===== src/include/dspc_consts.vh =====
// Purpose: shared constants of the decoder status pin control block
// Assumes: 20 MHz system clock, word-wide register port
// Notes: register offsets are byte addresses, one 32-bit word each
`ifndef DSPC_CONSTS_VH
`define DSPC_CONSTS_VH

// register offsets
`define DSPC_ADDR_CTRL 4'h0
`define DSPC_ADDR_STAT 4'h4

// control register field positions
`define DSPC_CTL_LOCK 0
`define DSPC_CTL_PRESET 1
`define DSPC_CTL_FMT 2
`define DSPC_CTL_MODE_LO 3
`define DSPC_CTL_MODE_HI 5
`define DSPC_CTL_EASE 6
`define DSPC_CTL_STRICT 7
`define DSPC_CTL_TSEL_LO 8
`define DSPC_CTL_TSEL_HI 11

// control register reset value: lock 0, preset 1, format 0, mode 3
`define DSPC_CTRL_RESET 12'h01A

// block error classes from the decoder core
`define DSPC_BLK_CLEAN 2'h0
`define DSPC_BLK_FIXED 2'h1
`define DSPC_BLK_UNFIX 2'h2

// error count window and thresholds
`define DSPC_ERR_WINDOW 48
`define DSPC_ERR_T1 20
`define DSPC_ERR_T2 40

// sync pulse width and clock period
`define DSPC_SYNC_PULSE_NS 421000
`define DSPC_CLK_NS 50

`endif


===== src/dspc_errcnt.v =====
// Purpose: counts errored blocks over each window of 48 blocks
// Assumes: blk_strobe is a one-cycle pulse per received block
// Notes: the class of the last complete window is held until the next
`timescale 1ns/10ps
`include "dspc_consts.vh"

module dspc_errcnt #(
  parameter WINDOW = `DSPC_ERR_WINDOW, // blocks per window
  parameter T1 = `DSPC_ERR_T1, // upper bound of the low class
  parameter T2 = `DSPC_ERR_T2 // upper bound of the middle class
) (
  input wire clk, // system clock
  input wire reset_n, // synchronous reset, active low
  input wire blk_strobe, // one block received
  input wire blk_err, // that block had errors before correction
  output reg [1:0] err_class_ff // count class of last window
);

  reg [5:0] blk_cnt_ff; // blocks seen in this window
  reg [5:0] err_cnt_ff; // errored blocks in this window
  wire [5:0] err_total; // count including the current block

  assign err_total = err_cnt_ff + {5'h0_0, blk_err};

  // maps an error count to the two-bit class
  function [1:0] err_class;
    input [5:0] cnt;
    begin
      if (cnt == 6'h0_0) begin
        err_class = 2'h0;
      end else if (cnt <= T1[5:0]) begin
        err_class = 2'h1;
      end else if (cnt <= T2[5:0]) begin
        err_class = 2'h2;
      end else begin
        err_class = 2'h3;
      end
    end
  endfunction

  // window counter; the class updates only at window end
  always @(posedge clk) begin
    if (!reset_n) begin
      blk_cnt_ff <= 6'h0_0;
      err_cnt_ff <= 6'h0_0;
      err_class_ff <= 2'h0;
    end else if (blk_strobe) begin
      if (blk_cnt_ff == WINDOW[5:0] - 6'h0_1) begin
        // last block of the window closes the count
        blk_cnt_ff <= 6'h0_0;
        err_cnt_ff <= 6'h0_0;
        err_class_ff <= err_class(err_total);
      end else begin
        blk_cnt_ff <= blk_cnt_ff + 6'h0_1;
        err_cnt_ff <= err_total;
      end
    end
  end

endmodule


===== src/dspc_top.v =====
// Purpose: configuration and open-drain status pin logic of a radio data decoder
// Assumes: decoder core signals share CLK; bit clock, carrier reference and
//   test pins come from outside and are synchronised here
// Notes: open-drain pins drive low only, *_OE high means the pin is pulled low
// Operation
// - lock select fixes phase: preset 0 -> 90, 1 -> 0
// - unlocked: phase follows traffic subcarrier, preset after sync reset
// - paging format select enables offset word E detection
// - three-bit pin mode selects pin functions, others open
// - polarity bit makes status pins active high
// - data changes on clock pin rise, or fall inverted
// - mode 2 traffic id pin low when keying present
// - mode 3 error and correction pins encode block result
// - mode 4 shows errored block count class per 48
// - block error count pins ignore polarity bit
// - modes 0 to 2: sync pin low while synchronised
// - mode 3: sync pin 421 us pulse per block while synchronised
// - sync pin shows state of preceding block
// - presence pin low when radio data detected
// - test pins pick normal, standby or test mode
// - soft flag ease bit eases soft decisions
// - presence strictness bit tightens presence detection
`timescale 1ns/10ps
`include "dspc_consts.vh"

module dspc_top #(
  // sync pulse length in cycles, least time rounded up
  parameter PULSE_CYC = (`DSPC_SYNC_PULSE_NS + `DSPC_CLK_NS - 1) / `DSPC_CLK_NS
) (
  input wire CLK, // 20 MHz system clock
  input wire RESET_N, // synchronous reset, active low
  input wire [3:0] ADDR, // register byte address
  input wire [31:0] WDATA, // register write data
  input wire WR, // write strobe, one cycle
  input wire RD, // read strobe, one cycle
  output reg [31:0] RDATA, // read data, valid the cycle after RD
  input wire BIT_CLK, // recovered bit clock, async
  input wire BIT_DATA, // recovered bit data, async
  input wire SOFT_FLAG, // soft decision flag, async
  input wire CARRIER_REF, // carrier reference, async
  input wire BLOCK_START, // block boundary pulse from core
  input wire BLOCK_SYNC, // core synchronised for the finished block
  input wire [1:0] BLOCK_CLASS, // result of the finished block
  input wire BLOCK_RAW_ERR, // finished block had raw errors
  input wire KEYING_DET, // area keying signal detected
  input wire TRAFFIC_DET, // traffic subcarrier detected
  input wire DATA_PRESENT, // radio data signal detected
  input wire SYNC_RESET, // synchronisation reset pulse from core
  input wire TEST_PIN_A, // test pin a, async
  input wire TEST_PIN_B, // test pin b, async
  output reg PHASE_ZERO, // demod phase: 1 = 0 deg, 0 = 90 deg
  output reg PHASE_AUTO, // phase tracking enabled in core
  output reg E_WORD_EN, // detect offset word E
  output reg SOFT_EASE, // ease soft decision generation
  output reg PRESENCE_STRICT, // tighten presence detection
  output reg STANDBY, // oscillator stop request
  output reg TEST_MODE, // device test mode selected
  output reg [4:0] OUT_PIN_O, // out pins c..g output value
  output reg [4:0] OUT_PIN_OE, // out pins c..g pull low
  output reg SYNC_PIN_O, // sync state pin output value
  output reg SYNC_PIN_OE, // sync state pin pull low
  output reg PRES_PIN_O, // data presence pin output value
  output reg PRES_PIN_OE // data presence pin pull low
);

  // pin indices within OUT_PIN
  localparam PIN_C = 0;
  localparam PIN_D = 1;
  localparam PIN_E = 2;
  localparam PIN_F = 3;
  localparam PIN_G = 4;

  // software written control word and the copy applied at block start
  reg [11:0] ctrl_ff; // written control bits
  reg [7:0] applied_ff; // control bits in effect
  reg pending_ff; // a write awaits the next block
  // sized copy of the reset word, so the applied byte is sliced on purpose
  localparam [11:0] CTRL_RST = `DSPC_CTRL_RESET;

  // synchronisers for outside inputs, stage one read only by stage two
  reg [5:0] sync1_ff; // first stage
  reg [5:0] sync2_ff; // second stage
  reg bclk_d_ff; // delayed bit clock for edge detection

  // latched block state
  reg synced_prev_ff; // sync state of preceding block
  reg [1:0] blk_class_ff; // result of preceding block
  reg data_ff; // retimed data
  reg soft_ff; // retimed soft flag
  reg [13:0] pulse_cnt_ff; // sync pulse down counter

  wire [1:0] be_class; // error count class
  wire bclk_s; // synchronised bit clock
  wire bclk_rise; // bit clock rising edge
  wire [2:0] mode; // applied pin mode
  wire pol; // applied polarity bit

  // combinational pin levels and enables
  reg [4:0] lvl; // desired pin levels
  reg [4:0] en; // pins enabled in this mode
  reg sync_lvl; // sync pin level
  reg pres_lvl; // presence pin level

  assign bclk_s = sync2_ff[0];
  assign bclk_rise = bclk_s & ~bclk_d_ff;
  assign mode = applied_ff[`DSPC_CTL_MODE_HI:`DSPC_CTL_MODE_LO];
  assign pol = mode[2];

  // register writes; applied copy waits for a block boundary
  always @(posedge CLK) begin
    if (!RESET_N) begin
      ctrl_ff <= `DSPC_CTRL_RESET;
      applied_ff <= CTRL_RST[7:0];
      pending_ff <= 1'b0;
    end else begin
      if (WR && ADDR == `DSPC_ADDR_CTRL) begin
        ctrl_ff <= WDATA[11:0];
      end
      if (BLOCK_START) begin
        // take the newest word, including one written this cycle
        applied_ff <= (WR && ADDR == `DSPC_ADDR_CTRL) ? WDATA[7:0] : ctrl_ff[7:0];
        pending_ff <= 1'b0;
      end else if (WR && ADDR == `DSPC_ADDR_CTRL) begin
        pending_ff <= 1'b1;
      end
    end
  end

  // read data in the cycle after the strobe, unmapped reads zero
  always @(posedge CLK) begin
    if (!RESET_N) begin
      RDATA <= 32'h0000_0000;
    end else if (RD) begin
      case (ADDR)
        `DSPC_ADDR_CTRL: begin
          RDATA <= {20'h0_0000, ctrl_ff};
        end
        `DSPC_ADDR_STAT: begin
          RDATA <= {16'h0000, pending_ff, be_class, TEST_MODE, STANDBY,
                    DATA_PRESENT, synced_prev_ff, PHASE_ZERO, applied_ff};
        end
        default: begin
          RDATA <= 32'h0000_0000;
        end
      endcase
    end else begin
      RDATA <= 32'h0000_0000;
    end
  end

  // two-flop synchronisers for bit clock, data, soft flag, carrier, test pins
  always @(posedge CLK) begin
    if (!RESET_N) begin
      sync1_ff <= 6'h00;
      sync2_ff <= 6'h00;
      bclk_d_ff <= 1'b0;
    end else begin
      sync1_ff <= {TEST_PIN_B, TEST_PIN_A, CARRIER_REF, SOFT_FLAG, BIT_DATA, BIT_CLK};
      sync2_ff <= sync1_ff;
      bclk_d_ff <= bclk_s;
    end
  end

  // data retimed on the bit clock rise; the pin clock is inverted with
  // the polarity bit, so this is a pin rise at 0 and a pin fall at 1
  always @(posedge CLK) begin
    if (!RESET_N) begin
      data_ff <= 1'b0;
      soft_ff <= 1'b0;
    end else if (bclk_rise) begin
      data_ff <= sync2_ff[1];
      soft_ff <= sync2_ff[2];
    end
  end

  // block state latched at the boundary, so pins show the previous block
  always @(posedge CLK) begin
    if (!RESET_N) begin
      synced_prev_ff <= 1'b0;
      blk_class_ff <= `DSPC_BLK_CLEAN;
      pulse_cnt_ff <= 14'h0000;
    end else if (BLOCK_START) begin
      synced_prev_ff <= BLOCK_SYNC;
      blk_class_ff <= BLOCK_CLASS;
      // pulse only while synchronised
      pulse_cnt_ff <= BLOCK_SYNC ? PULSE_CYC[13:0] : 14'h0000;
    end else if (pulse_cnt_ff != 14'h0000) begin
      pulse_cnt_ff <= pulse_cnt_ff - 14'h0001;
    end
  end

  // demodulation phase: fixed by preset, or tracking the subcarrier
  always @(posedge CLK) begin
    if (!RESET_N) begin
      PHASE_ZERO <= 1'b1; // preset resets to 1
      PHASE_AUTO <= 1'b1;
    end else begin
      PHASE_AUTO <= ~applied_ff[`DSPC_CTL_LOCK];
      if (applied_ff[`DSPC_CTL_LOCK]) begin
        PHASE_ZERO <= applied_ff[`DSPC_CTL_PRESET];
      end else if (SYNC_RESET) begin
        // start phase after a sync reset comes from the preset
        PHASE_ZERO <= applied_ff[`DSPC_CTL_PRESET];
      end else if (BLOCK_START) begin
        // subcarrier tracking moves the phase only at a block boundary to avoid mid-bit slips
        PHASE_ZERO <= TRAFFIC_DET;
      end
    end
  end

  // core control outputs and test pin decode
  always @(posedge CLK) begin
    if (!RESET_N) begin
      E_WORD_EN <= 1'b0;
      SOFT_EASE <= 1'b0;
      PRESENCE_STRICT <= 1'b0;
      STANDBY <= 1'b0;
      TEST_MODE <= 1'b0;
    end else begin
      E_WORD_EN <= applied_ff[`DSPC_CTL_FMT];
      SOFT_EASE <= applied_ff[`DSPC_CTL_EASE];
      PRESENCE_STRICT <= applied_ff[`DSPC_CTL_STRICT];
      // pin a high is test mode whatever pin b says
      TEST_MODE <= sync2_ff[4];
      STANDBY <= ~sync2_ff[4] & sync2_ff[5];
    end
  end

  // pin function selection per mode
  always @* begin
    lvl = 5'h1_F;
    en = 5'h0_0;
    // recovered clock inverted under the polarity bit, data as is
    lvl[PIN_C] = bclk_s ^ pol;
    lvl[PIN_D] = data_ff;
    lvl[PIN_E] = soft_ff;
    case (mode[1:0])
      2'h0: begin
        if (pol) begin
          // block error count, polarity fixed
          en[PIN_F] = 1'b1;
          en[PIN_G] = 1'b1;
          lvl[PIN_F] = be_class[1];
          lvl[PIN_G] = be_class[0];
        end
      end
      2'h1: begin
        en = 5'h0_7;
      end
      2'h2: begin
        en = 5'h1_F;
        lvl[PIN_F] = sync2_ff[3] ^ pol;
        lvl[PIN_G] = ~KEYING_DET ^ pol;
      end
      2'h3: begin
        en = 5'h1_F;
        // error low only when uncorrectable, correction high only if clean
        lvl[PIN_F] = (blk_class_ff != `DSPC_BLK_UNFIX) ^ pol;
        lvl[PIN_G] = (blk_class_ff == `DSPC_BLK_CLEAN) ^ pol;
      end
      default: begin
        en = 5'h0_0;
      end
    endcase
    // sync pin: level modes or pulse in mode 3
    if (mode[1:0] == 2'h3) begin
      sync_lvl = (~synced_prev_ff | (pulse_cnt_ff != 14'h0000)) ^ pol;
    end else begin
      sync_lvl = ~synced_prev_ff ^ pol;
    end
    pres_lvl = ~DATA_PRESENT ^ pol;
  end

  // open-drain pin registers: enable pulls low, disabled pins float high
  always @(posedge CLK) begin
    if (!RESET_N) begin
      OUT_PIN_O <= 5'h0_0;
      OUT_PIN_OE <= 5'h0_0;
      SYNC_PIN_O <= 1'b0;
      SYNC_PIN_OE <= 1'b0;
      PRES_PIN_O <= 1'b0;
      PRES_PIN_OE <= 1'b0;
    end else begin
      OUT_PIN_O <= 5'h0_0;
      OUT_PIN_OE <= en & ~lvl;
      SYNC_PIN_O <= 1'b0;
      SYNC_PIN_OE <= ~sync_lvl;
      PRES_PIN_O <= 1'b0;
      PRES_PIN_OE <= ~pres_lvl;
    end
  end

  // errored block counter over fixed windows
  dspc_errcnt #(
    .WINDOW(`DSPC_ERR_WINDOW),
    .T1(`DSPC_ERR_T1),
    .T2(`DSPC_ERR_T2)
  ) u_errcnt (
    .clk(CLK),
    .reset_n(RESET_N),
    .blk_strobe(BLOCK_START),
    .blk_err(BLOCK_RAW_ERR),
    .err_class_ff(be_class)
  );

endmodule


===== config.mk =====
export PLATFORM = sky130hd
export DESIGN_NAME = dspc_top
export DESIGN_NICKNAME = d
export VERILOG_FILES = /design/src/dspc_errcnt.v /design/src/dspc_top.v
export VERILOG_INCLUDE_DIRS = /design/src /design/src/include
export SDC_FILE = /design/constraint.sdc
export NUM_CORES = 1
export LEC_CHECK = 0
export ABC_AREA = 1
export BUFFER_PORTS_ARGS = -buffer_cell sky130_fd_sc_hd__buf_2
export CAP_MARGIN = 20
export CORE_ASPECT_RATIO = 1.1
export CORE_UTILIZATION = 45
export DETAILED_ROUTE_END_ITERATION = 6
export HOLD_SLACK_MARGIN = 0.08
export PLACE_DENSITY = 0.7
export SYNTH_ARGS = -nofsm -noshare
export SYNTH_HDL_FRONTEND = slang
export SYNTH_SLANG_ARGS = --single-unit

===== constraint.sdc =====
create_clock -name CLK -period 2.6 [get_ports CLK]
set_clock_uncertainty 0.2 [all_clocks]
set_input_delay 0.39 -clock CLK [delete_from_list [all_inputs] [get_ports CLK]]
set_output_delay 0.39 -clock CLK [all_outputs]
set_load 0.02 [all_outputs]

Yosys cells after proc, flatten, opt, wreduce, memory -nomap -nowiden
Cells that the tools add are included.
- register bits: 113
- input port bits: 55
- output and inout bits: 53
- logic and storage cells: 90
- $add $sub $neg: 3
- magnitude comparators: 2
- equal/unequal tests: 6
- multiplexer cells: 19
- bitwise gates (word level): 22
- reductions and logical operators: 13
- operators by type and width (kind ; number):
    $mux W14 ; 3
    $pmux W16 S2 ; 1
    $reduce_bool A14 Y1 ; 1
    $sub A14 B1 Y14 const B ; 1
    $mux W6 ; 2
    $pmux W2 S3 ; 2
    $not A1 Y1 ; 9
    $mux W2 ; 4
    $mux W8 ; 1
    $xor A1 B1 Y1 ; 8
    $add A6 B1 Y6 ; 1
    $add A6 B1 Y6 const B ; 1
    $eq A6 B6 Y1 const B ; 1
    $le A6 B5 Y1 const B ; 1
    $le A6 B6 Y1 const B ; 1
    $logic_not A6 Y1 ; 1
    $and A5 B5 Y5 ; 1
    $mux W1 ; 5
    $not A5 Y5 ; 1
    $eq A2 B2 Y1 const B ; 2
    $eq A4 B3 Y1 const B ; 1
    $logic_not A2 Y1 ; 2
    $logic_not A4 Y1 ; 1
    $reduce_and A2 Y1 ; 2
    10 further kinds ; 12

Depth between registers and ports, before layout
Gate-level depths: netlist of the first run.
- depth after elaboration: 5
- mapped depth: 12
- gate-level depth less buffers: 12

Hierarchy
From an unflattened synthesis of the first run, not the netlist that was laid out.
- cells, all modules: 562
- area total of the unflattened synthesis: 4182.8 µm²
- modules (own cells, without submodules) (module ; times used ; cells an instance ; area each (µm²) ; seq. area each (µm²)):
    dspc_top ; 1 ; 455 ; 3453.3 ; 1661.6
    dspc_errcnt ; 1 ; 107 ; 729.4 ; 280.3

Worst setup path before layout of the first run
OpenSTA, ideal clock, no wires.
- path kind: input to register
- start: input BLOCK_RAW_ERR
- end: register u_errcnt.err_class_ff[0]
- data arrival time: 1404 ps
- data required time: 2288 ps
- setup slack: 884 ps
- stages: 10
- path through: ha_1 ha_1 inv_1 nand2_1 nor2_1 nand3_1 nor2_1 nor2_1 nand2_1 nand2_1
- word-level cells in the longest chain between the ends: 5
- elaborated cells on any way between the ends: 7
- those cells by class: add/sub (1); order compare (2); mux (3); reduce/logical (1)
- ends and longest elaborated chain (item ; line ; text):
    start, declared ; dspc_top.v:44 ; input wire BLOCK_RAW_ERR,
    $add A6 B1 Y6 * ; dspc_errcnt.v:23 ; assign err_total = err_cnt_ff + {5'h0_0, blk_err};
    $le A6 B6 Y1 ; dspc_errcnt.v:33 ; end else if (cnt <= T2[5:0]) begin
    $mux W1 ; dspc_errcnt.v:33 ;
    $mux W2 ; dspc_errcnt.v:31 ; end else if (cnt <= T1[5:0]) begin
    $mux W2 * ; dspc_errcnt.v:29 ; if (cnt == 6'h0_0) begin
    end signal, assigned ; dspc_errcnt.v:52 ; err_class_ff <= err_class(err_total);
    end, declared ; dspc_errcnt.v:16 ; output reg [1:0] err_class_ff
Every way passes the cells marked *; elsewhere a longest branch is shown, timed or not.
A chain may end at the register's enable or synchronous reset.

Worst setup path after layout of the first run
- start: register u_errcnt.err_cnt_ff[0]
- end: register u_errcnt.err_class_ff[0]
- word-level cells in the longest chain between the ends: 5
- elaborated cells on any way between the ends: 7
- those cells by class: add/sub (1); order compare (2); mux (3); reduce/logical (1)
- ends and longest elaborated chain (item ; line ; text):
    start, declared ; dspc_errcnt.v:20 ; reg [5:0] err_cnt_ff;
    start signal, assigned ; dspc_errcnt.v:55 ; err_cnt_ff <= err_total;
    $add A6 B1 Y6 * ; dspc_errcnt.v:23 ;
    $le A6 B6 Y1 ; dspc_errcnt.v:33 ;
    $mux W1 ; dspc_errcnt.v:33 ;
    $mux W2 ; dspc_errcnt.v:31 ;
    $mux W2 * ; dspc_errcnt.v:29 ;
Marked as above.

==> results of run 1 <==
## worst min-delay path: stages
cell and delay [ns]:
buf_2 0.09, o21ai_0 0.07, o211ai_1 0.08
## power by group through the flow
stage / Combinational [mW] / Sequential, mW / Clock [mW]
final: 0.509 / 1.60 / 1.06
after global routing: 0.587 / 1.61 / 1.15
after CTS: 0.508 / 1.60 / 1.08
after detailed placement: 0.491 / 1.63 / 0
after global placement: 0.482 / 1.63 / 0
after floorplan: 0.382 / 1.63 / 0
## logic make-up after synthesis
| family | count (synthesis) | share of synthesized area |
|---|---|---|
| DFF | 97 | 0.4793 |
| and+or+nand+nor | 275 | 0.2807 |
| AOI/OAI and AO/OA | 65 | 0.08431 |
| adders and majority gates | 5 | 0.01544 |
| buffers and inverters | 108 | 0.1242 |
| other | 1 | 0.0009256 |
| xor gates and xnor gates | 7 | 0.01513 |
## state kept, by name, indices dropped and copies added (netlist names), 6 cells and up
signal,cells
applied_ff,8
sync2_ff,6
ctrl_ff,12
sync1_ff,6
u_errcnt.err_cnt_ff,6
pulse_cnt_ff,14
u_errcnt.blk_cnt_ff,6
RDATA,16
## layer usage
metal	GRT usage	up-vias	routed length, µm
met1	0.2458	1666	3984
met4	0.07212	0	89
met3	0.04279	7	431
met5	0	-	0
li1	-	1856	-
met2	0.3470	104	4446
## cells in the mapped netlist (all sizes together)
library cell,number,area share
o21bai,1,0.0019
a21oi,41,0.051
o211ai,1,0.0019
a41oi,1,0.0022
clkbuf,10,0.0093
nand2,157,0.15
o21ai,16,0.020
xor2,5,0.011
nand4,3,0.0046
or2,2,0.0031
dfxtp,97,0.48
ha,5,0.015
conb,1,0.00093
nor2,61,0.058
nand3,46,0.058
xnor2,2,0.0043
nor3b,2,0.0049
inv,69,0.064
nor3,4,0.0062
o22ai,4,0.0062
o21a,1,0.0019
buf,29,0.051
## final timing paths
kind	from	end	depth (start not counted)
max	u_errcnt.err_cnt_ff[0]	u_errcnt.err_class_ff[0]	11
min	SYNC_RESET	PHASE_ZERO	3
max reg2reg	u_errcnt.err_cnt_ff[0]	u_errcnt.err_class_ff[0]	11
min reg2reg	sync2_ff[5]	STANDBY	2
## area by class of cell
cell class | instances | area [µm²] | share of cell area
Clock buffer | 9 | 123.9 | 0.02596
Clock inverter | 7 | 98.84 | 0.02071
Inverter | 69 | 259.0 | 0.05427
Multi-Input combinational cell | 375 | 1689 | 0.3540
Sequential cell | 97 | 1942 | 0.4069
Tap cell | 111 | 138.9 | 0.02910
Timing Repair Buffer | 86 | 520.5 | 0.1091
==> results.sh, run 1 <==
export IMPL_cts_sinks=97
export IMPL_fillerInstances=821
export IMPL_start_util=0.4744
export IMPL_post_cts_buffers=0
export IMPL_wire_per_inst_um=11.87
export IMPL_grtUsageTotal=0.2003
export IMPL_hpwl_mm=6.307
export IMPL_cts_repair_resized=0
export IMPL_cts_made_buffers=9
export IMPL_placed_cells=724
export IMPL_ys_seq_area_frac=0.4793
export IMPL_ff2ff_setup_slack_ns=0.73
export IMPL_comb_power_share=0.161
export IMPL_final_cells=754
export IMPL_critPathTopFamily="simple AND/OR/NAND/NOR gates"
export IMPL_fmax_ghz=0.5341
export IMPL_ys_warn_count=0
export IMPL_end_kind="flop"
export IMPL_maxCapViolations=0
export IMPL_cpMostUsedCell="nand2_1"
export IMPL_grt_pass1_wl_mm=14.86
export IMPL_coreArea_um2=8539
export IMPL_holdWs_ns=0.09784
export IMPL_slew_headroom=0.6061
export IMPL_synth_avg_cell_area_um2=7.261
export IMPL_tritoncts="built"
export IMPL_p_int_mw=2.201
export IMPL_tns_ns=0
export IMPL_cp_slowest_cell="dfxtp_1"
export IMPL_grt_pass1_vias=3316
export IMPL_arrival_ns=1.94
export IMPL_drc_errors=0
export IMPL_crit_buf_inv=1
export IMPL_clk_pin_slew_worst_paths_ns=0.11
export IMPL_drv_slew=0
export IMPL_first_iter_violations=165
export IMPL_post_place_ws_ns=0.6194
export IMPL_clock_latency_ns=0.36
export IMPL_cts_root_buf="clkbuf_8"
export IMPL_power_per_cell_area_nw_per_um2=663.8
export IMPL_cp_cell_sequence="ha_1, ha_1, inv_1, nand2_1, nand2_1, nor2_1, nand3_1, nor2_1, nor2_1, nand2_1, nand2_1"
export IMPL_cts_max_level=3
export IMPL_p_seq_frac=0.504
export IMPL_synthCells=558
export IMPL_antenna_found_initial=0
export IMPL_finalPower_mw=3.168
export IMPL_fin_ws_ns=0.7276
export IMPL_die_area_um2=9387
export IMPL_power_switching_mw=0.9670
export IMPL_die_w_um=92.47
export IMPL_slowest_delay_ns=0.35
export IMPL_outcome="complete, no violations"
export IMPL_dieHeight_um=101.5
export IMPL_place_area_um2=4409
export IMPL_cp_max_fo=5
export IMPL_num_io_pins=108
export IMPL_drt_first_pass_iters=4
export IMPL_final_cell_mix="nand2_1 (156), dfxtp_1 (97), inv_1 (67)"
export IMPL_drive_above_1_share=0.1509
export IMPL_rows=35
export IMPL_setup_violations_final=0
export IMPL_fin_util=0.5588
export IMPL_vias_per_cell=4.818
export IMPL_clockPowerShare=0.335
export IMPL_nNetsFinal=698
export IMPL_area_growth_pct=17.79
export IMPL_hold_viol=0
export IMPL_power_leakage_nw=2.347
export IMPL_syn_area_um2=4051
export IMPL_io_buffers=64
export IMPL_crit_required_ns=2.66
export IMPL_rsz0062_at_grt="false"
export IMPL_vdd_drop_max_uv=255.1
export IMPL_cts_buffer_depth=2
export IMPL_final_common_cell="nand2_1"
export IMPL_switching_share=0.3053
export IMPL_grt_overflow_total=0
export IMPL_stdcell_area_um2=4772
export IMPL_ys_ff_latch=97
export IMPL_tightestPinTransition_ns=0.5895
export IMPL_routed_wl_mm=8.952
export IMPL_start_kind="flop"
export IMPL_fin_crit_ns=1.872
export IMPL_vias=3633
export IMPL_synthDistinctLibCells=31
export IMPL_ctsHoldBuffers=13
export IMPL_postRouteAntennaNets=0
export IMPL_gp_congestion=0.8379
export IMPL_path_class="flop to flop"
export IMPL_diodes=0
export IMPL_timing_final_crit_share=0.7202
export IMPL_grt_max_degree=28
export IMPL_hold_class="primary input to flop"
(Power assumes the default switching activity.)
==> inputs of run 2 (changes only) <==
--- a/config.mk
+++ b/config.mk
@@ -6,14 +6,14 @@
 export SDC_FILE = /design/constraint.sdc
 export NUM_CORES = 1
 export LEC_CHECK = 0
-export ABC_AREA = 1
+export ABC_AREA = 0
 export BUFFER_PORTS_ARGS = -buffer_cell sky130_fd_sc_hd__buf_2
 export CAP_MARGIN = 20
 export CORE_ASPECT_RATIO = 1.1
 export CORE_UTILIZATION = 45
 export DETAILED_ROUTE_END_ITERATION = 6
 export HOLD_SLACK_MARGIN = 0.08
-export PLACE_DENSITY = 0.7
+export PLACE_DENSITY = 0.73
 export SYNTH_ARGS = -nofsm -noshare
 export SYNTH_HDL_FRONTEND = slang
 export SYNTH_SLANG_ARGS = --single-unit
==> constraint.sdc (replaced) <==
create_clock -name CLK -period 1.7 [get_ports CLK]
set_clock_uncertainty 0.2 [all_clocks]
set_input_delay 0.255 -clock CLK [delete_from_list [all_inputs] [get_ports CLK]]
set_output_delay 0.255 -clock CLK [all_outputs]
set_load 0.02 [all_outputs]
==> run 2 against run 1 <==
Effect of this change:
- the flow now finishes with violations (negative setup slack)
- register-to-register slack lost 0.83 ns
- die area fell by 1.1%
- clock power rose by 38%
- worst hold slack better by 0.0093 ns
==> results.sh, run 2 <==
export IMPL_outcome="finished, violations left"
export IMPL_violations="negative setup slack"
export IMPL_die_w_um=91.98
export IMPL_fmax_ghz=0.5549
export IMPL_synth_top_cells_by_area="dfxtp_1 (48%), mux2i_1 (4.5%), buf_4 (4.3%)"
export IMPL_fin_crit_ns=1.802
export IMPL_clock_latency_ns=0.37
export IMPL_r2r_cells=6
export IMPL_stdcell_area_um2=5306
export IMPL_setup_violations_final=8
export IMPL_fin_ws_ns=-0.1020
export IMPL_fin_util=0.6246
export IMPL_top_regs="RDATA x16, pulse_cnt_ff x14, ctrl_ff x12"
export IMPL_antenna_found_initial=0
export IMPL_power_per_cell_area_nw_per_um2=949.7
export IMPL_start_kind="flop"
export IMPL_hpwl_mm=5.898
export IMPL_hold_viol=0
export IMPL_holdWs_ns=0.1071
export IMPL_synth_most_common_cell="dfxtp_1"
export IMPL_drive_above_1_share=0.2950
export IMPL_postRouteAntennaNets=0
export IMPL_min_from="BLOCK_START"
export IMPL_async_flop_share=0
export IMPL_synth_avg_cell_area_um2=9.342
export IMPL_nNetsFinal=611
export IMPL_grt_pass1_wl_mm=14.34
export IMPL_final_cell_mix="dfxtp_1 (89), buf_2 (64), buf_4 (42)"
export IMPL_wire_per_inst_um=13.65
export IMPL_cts_root_buf="clkbuf_8"
export IMPL_area_growth_pct=32.41
export IMPL_grt_max_degree=24
export IMPL_vias_per_cell=5.049
export IMPL_final_common_cell="dfxtp_1"
export IMPL_gp_congestion=0.8460
export IMPL_ff2ff_setup_slack_ns=-0.10
export IMPL_routed_wl_mm=9.106
export IMPL_holdPathStages=3
export IMPL_tritoncts="built"
export IMPL_grt_pass1_vias=3239
export IMPL_cts_sinks=97
export IMPL_coreArea_um2=8496
export IMPL_vias=3368
export IMPL_cts_made_buffers=9
export IMPL_cts_buffer_depth=2
export IMPL_die_area_um2=9288
export IMPL_cts_max_level=3
export IMPL_synthTopCellsByCount="dfxtp_1 (97), nor2_1 (39), nand2_1 (37), and2_1 (23), buf_4 (23)"
export IMPL_power_leakage_nw=2.379
export IMPL_start_util=0.4717
export IMPL_r2r_start="pulse_cnt_ff[8]"
export IMPL_yosysTopAreaCell="dfxtp_1"
export IMPL_dieHeight_um=101.0
export IMPL_num_io_pins=108
export IMPL_synthCells=429
export IMPL_timing_final_crit_share=1.060
export IMPL_ys_seq_area_frac=0.4845
export IMPL_synthDistinctLibCells=47
export IMPL_ys_ff_latch=97
export IMPL_drc_errors=0
export IMPL_top_register="RDATA"
export IMPL_hold_path_end="synced_prev_ff"
export IMPL_arrival_ns=1.85
export IMPL_cp_max_fo=7
export IMPL_synth_top_area_share=0.4845
export IMPL_place_area_um2=4638
export IMPL_clk_pin_slew_worst_paths_ns=0.10
export IMPL_worstReg2RegEnd="pulse_cnt_ff[13]"
export IMPL_largest_reg_flops=16
export IMPL_path_class="flop to flop"
export IMPL_grtUsageTotal=0.1921
export IMPL_drt_first_pass_iters=4
export IMPL_maxCapViolations=0
export IMPL_synth_edf_count=0
export IMPL_crit_required_ns=1.75
export IMPL_yosys_most_used_dff="dfxtp_1"
export IMPL_vdd_drop_max_uv=527.2
export IMPL_io_buffers=64
export IMPL_rsz0062_at_grt="true"
export IMPL_grt_overflow_total=0
export IMPL_drv_slew=0
export IMPL_hold_class="primary input to flop"
export IMPL_ys_warn_count=0
export IMPL_end_kind="flop"
export IMPL_syn_area_um2=4008
export IMPL_first_iter_violations=114
export IMPL_diodes=0
export IMPL_rows=35
run 2: cell types whose count changed after synthesis, moves of 21 or more:
cell	before	now
nand3_1	45	5
nand2_1	156	37
and2_1	0	23
nor2b_1	0	21
a21oi_1	41	14
inv_1	67	5
run 2: cell type report:
cell class | count | area, µm²
Fill cell | 692 | 3189
Multi-Input combinational cell | 302 | 2053
Sequential cell | 97 | 1952
Timing Repair Buffer | 136 | 948.4
Tap cell | 111 | 138.9
Clock buffer | 10 | 137.6
Clock inverter | 6 | 57.56
Inverter | 5 | 18.77
run 2: how the worst max path moves through the flow:
stage	startpoint	to
global route	pulse_cnt_ff[13]	SYNC_PIN_OE
finish	pulse_cnt_ff[8]	pulse_cnt_ff[13]
global placement	pulse_cnt_ff[0]	pulse_cnt_ff[13]
CTS	pulse_cnt_ff[8]	pulse_cnt_ff[12]
floorplan	pulse_cnt_ff[0]	pulse_cnt_ff[13]
detailed placement	pulse_cnt_ff[8]	SYNC_PIN_OE
run 2: stage by stage:
| stage | TNS, ns | std cells | worst slack, ns | power [mW] |
|---|---|---|---|---|
| 6_report | -0.3472 | 667 | -0.1020 | 5.039 |
| 5_1_grt | -1.467 | 667 | -0.1688 | 5.262 |
| 4_1_cts | -0.2245 | 665 | -0.08433 | 4.925 |
| 3_5_place_dp | -2.292 | 621 | -0.2196 | 3.349 |
| 3_3_place_gp | -1.028 | 621 | -0.1467 | 3.321 |
| 2_1_floorplan | -0.03054 | 451 | -0.01137 | 3.101 |
run 2: logic make-up (layout without fill, tap and decap cells):
| logic type | count (synthesis) | in the layout | share of synthesized area |
|---|---|---|---|
| other cells | 1 | 23 | 0.0009357 |
| flops | 97 | 97 | 0.4845 |
| simple gates | 164 | 164 | 0.2154 |
| buf+inv | 52 | 157 | 0.07306 |
| mux | 18 | 18 | 0.04496 |
| xor+xnor | 19 | 19 | 0.04152 |
| fa+ha+maj | 5 | 5 | 0.01561 |
| compound gates | 73 | 73 | 0.1239 |
run 2: where the power goes:
part	switching (mW)	total, mW	internal [mW]
Clock	0.853	1.46	0.608
Combinational	0.569	1.11	0.546
Sequential	0.0840	2.46	2.38
Total	1.51	5.04	3.53
run 2: worst max-delay path, cell delays in order (launching register included):
cell and delay (ns):
dfxtp_2 0.35, nor4_4 0.32, and4_4 0.34, buf_6 0.16
nor4_4 0.06, xnor2_1 0.16, a21oi_1 0.09
run 2: timing repair:
item / CTS / global route
resized for setup: 21 / 22
endpoints found under the setup margin: 20 / 21
setup buffers: 1 / 2
hold endpoints to repair: 36 / 0
hold buffers: 27 / 0
pin swaps: 0 / 9
run 2: layer usage:
layer / GRT usage / up-vias / share of wire
li1: - / 1666 / -
met1: 0.2202 / 1579 / 0.43
met2: 0.3496 / 110 / 0.49
met3: 0.04374 / 13 / 0.061
met4: 0.06851 / 0 / 0.016
met5: 0 / - / 0
